$ cat config.mk
export PLATFORM = sky130hd
export DESIGN_NAME = acrc_top
export DESIGN_NICKNAME = d
export VERILOG_FILES = /design/src/rtl/acrc_clk_div.v /design/src/rtl/acrc_top.v
export VERILOG_INCLUDE_DIRS = /design/src /design/src/rtl
export SDC_FILE = /design/constraint.sdc
export NUM_CORES = 1
export LEC_CHECK = 0
export BUFFER_PORTS_ARGS = -buffer_cell sky130_fd_sc_hd__buf_2
export CAP_MARGIN = 20
export CORE_MARGIN = 10
export CORE_UTILIZATION = 30
export CTS_BUF_LIST = sky130_fd_sc_hd__clkbuf_16
export CTS_CLUSTER_DIAMETER = 40
export DETAILED_ROUTE_END_ITERATION = 10
export PLACE_DENSITY = 0.45
export RECOVER_POWER = 50
export SLEW_MARGIN = 10
export SYNTH_ARGS = -nofsm -noshare
export SYNTH_HDL_FRONTEND = slang
export SYNTH_SLANG_ARGS = --single-unit
$ cat constraint.sdc
create_clock -name clk -period 5.2 [get_ports clk]
set_clock_uncertainty 0.15 [all_clocks]
set_input_delay 1.04 -clock clk [delete_from_list [all_inputs] [get_ports clk]]
set_output_delay 1.04 -clock clk [all_outputs]
set_load 0.05 [all_outputs]
$ cat src/rtl/acrc_defines.vh
// register offsets, field positions and reset values for the clock rate block
`ifndef ACRC_DEFINES_VH
`define ACRC_DEFINES_VH
`define ACRC_ADDR_W          8
`define ACRC_OFF_BCK_DIV     8'h20
`define ACRC_OFF_FRAME_DIV   8'h21
`define ACRC_OFF_INTERP_SPD  8'h22
`define ACRC_OFF_CYC_HI      8'h23
`define ACRC_OFF_CYC_LO      8'h24
`define ACRC_OFF_AUTO_CTRL   8'h25
`define ACRC_BIT_INTERP      4
`define ACRC_BIT_AUTO_DIS    1
`define ACRC_RST_FRAME_DIV   8'h00
`define ACRC_RST_BCK_DIV     7'h00
`define ACRC_RST_INTERP      1'b0
`define ACRC_RST_SPEED       2'h0
`define ACRC_RST_CYC_HI      8'h01
`define ACRC_RST_CYC_LO      8'h00
`define ACRC_RST_AUTO_DIS    1'b0
`define ACRC_AUTO_SPEED      2'h0
`define ACRC_AUTO_CYCLES     16'h0100
`endif

$ cat src/rtl/acrc_clk_div.v
// programmable clock divider producing a one-cycle tick every div+1 inputs
`timescale 1ns/100ps
module acrc_clk_div #(
	parameter W = 8
) (
	// clock and reset
	input  wire         clk,
	input  wire         rst_n,
	input  wire         clk_en,
	// control
	input  wire         run,
	input  wire         in_tick,
	input  wire [W-1:0] div,
	// output
	output reg          out_tick,
	output reg          out_level
);
	reg [W-1:0] cnt_q;

	always @(posedge clk or negedge rst_n) begin
		if (!rst_n) begin
			cnt_q     <= {W{1'b0}};
			out_tick  <= 1'b0;
			out_level <= 1'b0;
		end else if (clk_en) begin
			out_tick <= 1'b0;
			if (!run) begin
				cnt_q     <= {W{1'b0}};
				out_level <= 1'b0;
			end else if (in_tick) begin
				// count reaches div, so period is div + 1 inputs
				if (cnt_q >= div) begin
					cnt_q     <= {W{1'b0}};
					out_tick  <= 1'b1;
					out_level <= ~out_level;
				end else begin
					cnt_q <= cnt_q + {{(W-1){1'b0}}, 1'b1};
				end
			end
		end
	end
endmodule

$ cat src/rtl/acrc_top.v
// audio clock rate configuration: registers, dividers and effective settings
// Summary of operation
// - master frame clock equals bit clock divided by field plus one; resets 0
// - interpolation select: 0 gives 8x, 1 gives 16x; resets to 8x
// - two-bit speed band: single, double, quad, octal; resets single
// - automatic clock setting overrides the programmed speed band
// - cycles-per-frame upper byte in its own register, resets to 01
// - cycles-per-frame lower byte separate, resets 00, total 256
// - automatic clock setting overrides the programmed cycles-per-frame
// - automatic setting active after reset; disable bit set selects manual
// - master bit clock is system clock divided by two times (seven-bit field plus one)
`timescale 1ns/100ps
`include "acrc_defines.vh"
module acrc_top (
	// clock and reset
	input  wire       clk,
	input  wire       rst_n,
	input  wire       clk_en,
	// register port
	input  wire       reg_wr,
	input  wire       reg_rd,
	input  wire [7:0] reg_addr,
	input  wire [7:0] reg_wdata,
	output reg  [7:0] reg_rdata,
	output reg        reg_ack,
	// clock mode
	input  wire       master_mode,
	// effective settings toward the audio path
	output reg        interp_ratio_sel,
	output reg  [1:0] speed_band,
	output reg [15:0] frame_cycle_count,
	output reg        auto_clock_active,
	// master mode clocks
	output wire       master_bitclock,
	output wire       frame_clock,
	output wire       frame_tick
);
	reg        rst_s1_q;
	reg        rst_s2_q;
	wire       rst_i_n;
	reg  [7:0] frame_clock_div_q;
	reg  [6:0] master_bitclock_div_q;
	reg        interp_q;
	reg  [1:0] speed_q;
	reg  [7:0] frame_cycles_hi_q;
	reg  [7:0] frame_cycles_lo_q;
	reg        auto_dis_q;
	reg  [7:0] rdata_d;
	wire       bck_tick;
	wire       wr_en;
	wire       rd_en;
	wire       wr_frame_div;
	wire       wr_bck_div;
	wire       wr_interp_spd;
	wire       wr_cyc_hi;
	wire       wr_cyc_lo;
	wire       wr_auto_ctrl;
	reg        interp_d;
	reg  [1:0] speed_band_d;
	reg [15:0] frame_cycles_d;
	reg        auto_active_d;

	// one strobe per register; a low clock enable blocks every write
	assign wr_en         = clk_en & reg_wr;
	assign rd_en         = clk_en & reg_rd;
	assign wr_frame_div  = wr_en & (reg_addr == `ACRC_OFF_FRAME_DIV);
	assign wr_bck_div    = wr_en & (reg_addr == `ACRC_OFF_BCK_DIV);
	assign wr_interp_spd = wr_en & (reg_addr == `ACRC_OFF_INTERP_SPD);
	assign wr_cyc_hi     = wr_en & (reg_addr == `ACRC_OFF_CYC_HI);
	assign wr_cyc_lo     = wr_en & (reg_addr == `ACRC_OFF_CYC_LO);
	assign wr_auto_ctrl  = wr_en & (reg_addr == `ACRC_OFF_AUTO_CTRL);

	// reset released through two flops so removal is synchronous
	always @(posedge clk or negedge rst_n) begin
		if (!rst_n) begin
			rst_s1_q <= 1'b0;
			rst_s2_q <= 1'b0;
		end else begin
			rst_s1_q <= 1'b1;
			rst_s2_q <= rst_s1_q;
		end
	end
	assign rst_i_n = rst_s2_q;

	// frame clock divider; all eight bits are live
	always @(posedge clk or negedge rst_i_n) begin
		if (!rst_i_n) begin
			frame_clock_div_q <= `ACRC_RST_FRAME_DIV;
		end else if (wr_frame_div) begin
			frame_clock_div_q <= reg_wdata;
		end
	end

	// bit clock divider; the top bit is reserved and dropped
	always @(posedge clk or negedge rst_i_n) begin
		if (!rst_i_n) begin
			master_bitclock_div_q <= `ACRC_RST_BCK_DIV;
		end else if (wr_bck_div) begin
			master_bitclock_div_q <= reg_wdata[6:0];
		end
	end

	// interpolation and speed band share one register; other bits dropped
	always @(posedge clk or negedge rst_i_n) begin
		if (!rst_i_n) begin
			interp_q <= `ACRC_RST_INTERP;
			speed_q  <= `ACRC_RST_SPEED;
		end else if (wr_interp_spd) begin
			interp_q <= reg_wdata[`ACRC_BIT_INTERP];
			speed_q  <= reg_wdata[1:0];
		end
	end

	// bytes are written one at a time, so a count spanning both bytes
	// is briefly mixed while software updates it
	always @(posedge clk or negedge rst_i_n) begin
		if (!rst_i_n) begin
			frame_cycles_hi_q <= `ACRC_RST_CYC_HI;
		end else if (wr_cyc_hi) begin
			frame_cycles_hi_q <= reg_wdata;
		end
	end

	always @(posedge clk or negedge rst_i_n) begin
		if (!rst_i_n) begin
			frame_cycles_lo_q <= `ACRC_RST_CYC_LO;
		end else if (wr_cyc_lo) begin
			frame_cycles_lo_q <= reg_wdata;
		end
	end

	// auto setting disable; the other bits of this register are not built
	always @(posedge clk or negedge rst_i_n) begin
		if (!rst_i_n) begin
			auto_dis_q <= `ACRC_RST_AUTO_DIS;
		end else if (wr_auto_ctrl) begin
			auto_dis_q <= reg_wdata[`ACRC_BIT_AUTO_DIS];
		end
	end

	// read mux; reserved positions come back as zero
	always @* begin
		case (reg_addr)
		`ACRC_OFF_FRAME_DIV:  rdata_d = frame_clock_div_q;
		`ACRC_OFF_BCK_DIV:    rdata_d = {1'b0, master_bitclock_div_q};
		`ACRC_OFF_INTERP_SPD: rdata_d = {3'h0, interp_q, 2'h0, speed_q};
		`ACRC_OFF_CYC_HI:     rdata_d = frame_cycles_hi_q;
		`ACRC_OFF_CYC_LO:     rdata_d = frame_cycles_lo_q;
		`ACRC_OFF_AUTO_CTRL:  rdata_d = {6'h00, auto_dis_q, 1'b0};
		default:              rdata_d = 8'h00;
		endcase
	end

	always @(posedge clk or negedge rst_i_n) begin
		if (!rst_i_n) begin
			reg_rdata <= 8'h00;
			reg_ack   <= 1'b0;
		end else if (clk_en) begin
			// every access is acked, mapped or not, so a master never hangs
			reg_ack <= rd_en | wr_en;
			if (rd_en) begin
				reg_rdata <= rdata_d;
			end
		end
	end

	// next effective settings; auto mode substitutes fixed defaults because
	// the rate detector lives outside this block
	always @* begin
		interp_d       = interp_q;
		auto_active_d  = ~auto_dis_q;
		speed_band_d   = `ACRC_AUTO_SPEED;
		frame_cycles_d = `ACRC_AUTO_CYCLES;
		if (auto_dis_q) begin
			speed_band_d   = speed_q;
			frame_cycles_d = {frame_cycles_hi_q,
				frame_cycles_lo_q};
		end
	end

	always @(posedge clk or negedge rst_i_n) begin
		if (!rst_i_n) begin
			interp_ratio_sel  <= `ACRC_RST_INTERP;
			speed_band        <= `ACRC_RST_SPEED;
			frame_cycle_count <= `ACRC_AUTO_CYCLES;
			auto_clock_active <= 1'b1;
		end else if (clk_en) begin
			interp_ratio_sel  <= interp_d;
			speed_band        <= speed_band_d;
			frame_cycle_count <= frame_cycles_d;
			auto_clock_active <= auto_active_d;
		end
	end

	// bit clock from system clock, then frame clock from bit clock
	// level outputs toggle once per tick, so they run at half the tick rate
	acrc_clk_div #(
		.W (7)
	) u_bck_div (
		.clk       (clk),
		.rst_n     (rst_i_n),
		.clk_en    (clk_en),
		.run       (master_mode),
		.in_tick   (1'b1),
		.div       (master_bitclock_div_q),
		.out_tick  (bck_tick),
		.out_level (master_bitclock)
	);

	acrc_clk_div #(
		.W (8)
	) u_frame_div (
		.clk       (clk),
		.rst_n     (rst_i_n),
		.clk_en    (clk_en),
		.run       (master_mode),
		.in_tick   (bck_tick),
		.div       (frame_clock_div_q),
		.out_tick  (frame_tick),
		.out_level (frame_clock)
	);
endmodule

==> impl_results.md <==
* CP max stage cell: clkbuf_1
* # port buffers at 53
* Biggest area consumer among synthesized cells: dfrtp_1
* R2r endpoint: frame_cycles_hi_q[7]
* R2R Path Start: rst_i_n
* Rows at 43
* CP Class: in -> reg
* Initial antenna violation count at 0
* Endpoints failing setup at 0
* DRC at 0
* Final WL at 10,700 um
* Most frequent cells in the layout: dfrtp_1 (82), buf_2 (51), inv_1 (41)
* R2R Setup Slk at 2.64 ns
* Area Growth Syn to Fin at 17.2%
* Antenna Cells at 0
* Max cap viols at 1
* Largest net degree at the start of global routing at 69
* CTS H-tree depth at 3
* Resized cells post-CTS at 0
* Sequential element share of the synthesized area at 51.0%
* Wire per inst at 17.1 um
* #FFs+latches synth at 85
* Ys flop type: dfrtp_1
* Vias per cell at 4.85
* CTS Buf Count at 9
* TritonCTS clock tree: done
* Initial Utilization at 30.3%
* Vias in the first global route at 3,157
* Status: finished, violations left
* Cell family with most CP delay: buffers and inverters
* Rel. slew slack at -16.6%
* Fin. Hold Viols at 0
* Sum Neg Setup Slack at 0 ns
* Fill count at 1,433
* Worst Setup Start Kind: input pin
* Clk buf depth at 2
* Synth async-reset ratio at 100%
* CTS root buf: clkbuf_16
* Die Y at 138 um
* First-pass GRT wire length at 17,600 um
* Syn_nets at 433
* Peak VDD IR at 0.170 mV
* Tot GR Track Use at 11.3%
* Later-pin clock latency in the skew report at 0.35 ns
* Final HPWL DP at 7810 um
* PnR worst setup slack at 1.79 ns
* P_leak at 2.33 nW
* Gate Count Post-Synth at 394
* Critical path endpoint category: flop
* RSZ-0062 raised after global routing: false
* Post-CTS Setup Bufs at 0
* Dominant cells by area after synthesis: dfrtp_1 (49%), mux2_2 (7.5%), ha_1 (5.1%)
* Cell area after synthesis at 4180 um^2
* I/O Pins at 54
* Pre-CTS setup slack at 1.95 ns
* Power Dens Cells at 301 nW/um^2
* Routed Antenna Nets at 0
* Die X-Extent at 138 um
* Num Clock Sinks at 85
* Synth top area share at 49.1%
* EDFF count, synth at 0
* R2R depth at 1
* Total gr overflow at 0
* Most common cell after layout, fill and taps aside: dfrtp_1
* Vias at 3,038
* Crit path buffers/inverters at 2
* Fraction of layout cells with a size suffix above 1 at 25.6%
* Worst-path clk slew at 0.06 ns
* Hold WC Path Type: reg -> async
* Max Slew Vio Count at 69
* # nets final at 480
* Crit path max fanout at 31
* Die ar. at 19,100 um^2
* Syn Area/Cell at 10.6 um^2
* YS warnings at 0
* Tmin final at 3.41 ns
* Measured slew at the worst slew-check pin at 1.75 ns
* Core area at 13,800 um^2
* Slowest stage delay, CP at 0.88 ns
* Period utilization at 65.7%
* Crit-path cells: clkbuf_1, buf_4, nand3_1, or3_1, mux2_4
* Max Fclk at 293 MHz
* Req. time, crit path at 5.28 ns
* WP data arrival at 3.49 ns
* Hold-fix buffers, CTS at 0
* GP Congestion at 0.795
* Failing checks: capacitance limit, slew limit
* First drt pass iteration count at 4
* Initial DRC Count at 189
* Yosys cell types at 49
## synth_stat cells (6+ instances only)
master    count
nand2_1      28
nor3_1        6
ha_1         17
nand3_1      31
o21ai_0      27
inv_1        41
clkbuf_1     10
mux2_2       28
a22o_1        7
mux2i_1       9
mux2_4        8
a21oi_1       9
nor2_1       18
dfrtp_1      82
## cells by family (layout without fill, tap and decap cells)
group | after synthesis | in the layout | share of synthesized area, %
compound gates | 71 | 71 | 10.9
xor+xnor | 5 | 5 | 1.05
fa+ha+maj | 17 | 17 | 5.09
buf+inv | 61 | 113 | 5.78
flops | 85 | 85 | 51.0
mux | 47 | 47 | 13.7
other cells | 1 | 1 | 0.0897
simple gates | 107 | 107 | 12.5
## layout make-up
class                   count  area (um^2)  area share [%]
flip-flops and latches     85         2130            43.5
multi-input cells         248         1810            36.9
repair buffers             56          283            5.77
clock buffers               9          225            4.60
well taps                 180          225            4.60
inverters                  41          154            3.14
clock inverters             7         75.1            1.53
## metal layers
| layer | vias up | part of all wire [%] | routed length (um) | track usage, % |
|---|---|---|---|---|
| li1 | 1470 | - | - | - |
| met1 | 1496 | 48 | 5190 | 15.3 |
| met2 | 61 | 46 | 4900 | 17.0 |
| met3 | 11 | 3.9 | 418 | 2.12 |
| met4 | 0 | 1.8 | 197 | 4.83 |
| met5 | - | 0 | 0 | 0 |
## sequential cells by signal, indices dropped and copies added (netlist names), 2 cells and up
name,cells
speed_band,2
frame_clock_div_q,8
speed_q,2
master_bitclock_div_q,7
frame_cycles_hi_q,8
frame_cycle_count,16
u_bck_div.cnt_q,7
frame_cycles_lo_q,8
reg_rdata,8
u_frame_div.cnt_q,8
## where the power goes
group | switching, mW | internal [mW] | total [mW]
Combinational | 0.0876 | 0.0368 | 0.124
Clock | 0.283 | 0.374 | 0.657
Sequential | 0.0170 | 0.677 | 0.694
## through the flow
stage | cells | hold WS, ns | area, um^2 | util, % | total power [mW]
3_5_place_dp | 609 | 0.0384 | 4600 | 33.4 | 0.832
6_report | 626 | 0.125 | 4900 | 35.6 | 1.48
2_1_floorplan | 394 | 0.181 | 4180 | - | 0.787
5_1_grt | 626 | 0.193 | 4900 | 35.6 | 1.53
3_3_place_gp | 609 | 0.0429 | 4600 | 33.4 | 0.831
4_1_cts | 625 | 0.0446 | 4900 | 35.6 | 1.49
## worst max-delay path by stage
stage	depth (start not counted)	start	end	slack, ns
floorplan	0	rst_i_n	auto_dis_q	2.51
global placement	5	clk_en	frame_clock_div_q[0]	1.99
detailed placement	5	clk_en	frame_clock_div_q[6]	1.95
CTS	5	clk_en	frame_clock_div_q[6]	2.31
global route	5	clk_en	frame_clock_div_q[0]	1.58
finish	5	clk_en	frame_clock_div_q[6]	1.79
(Power assumes the default switching activity.)
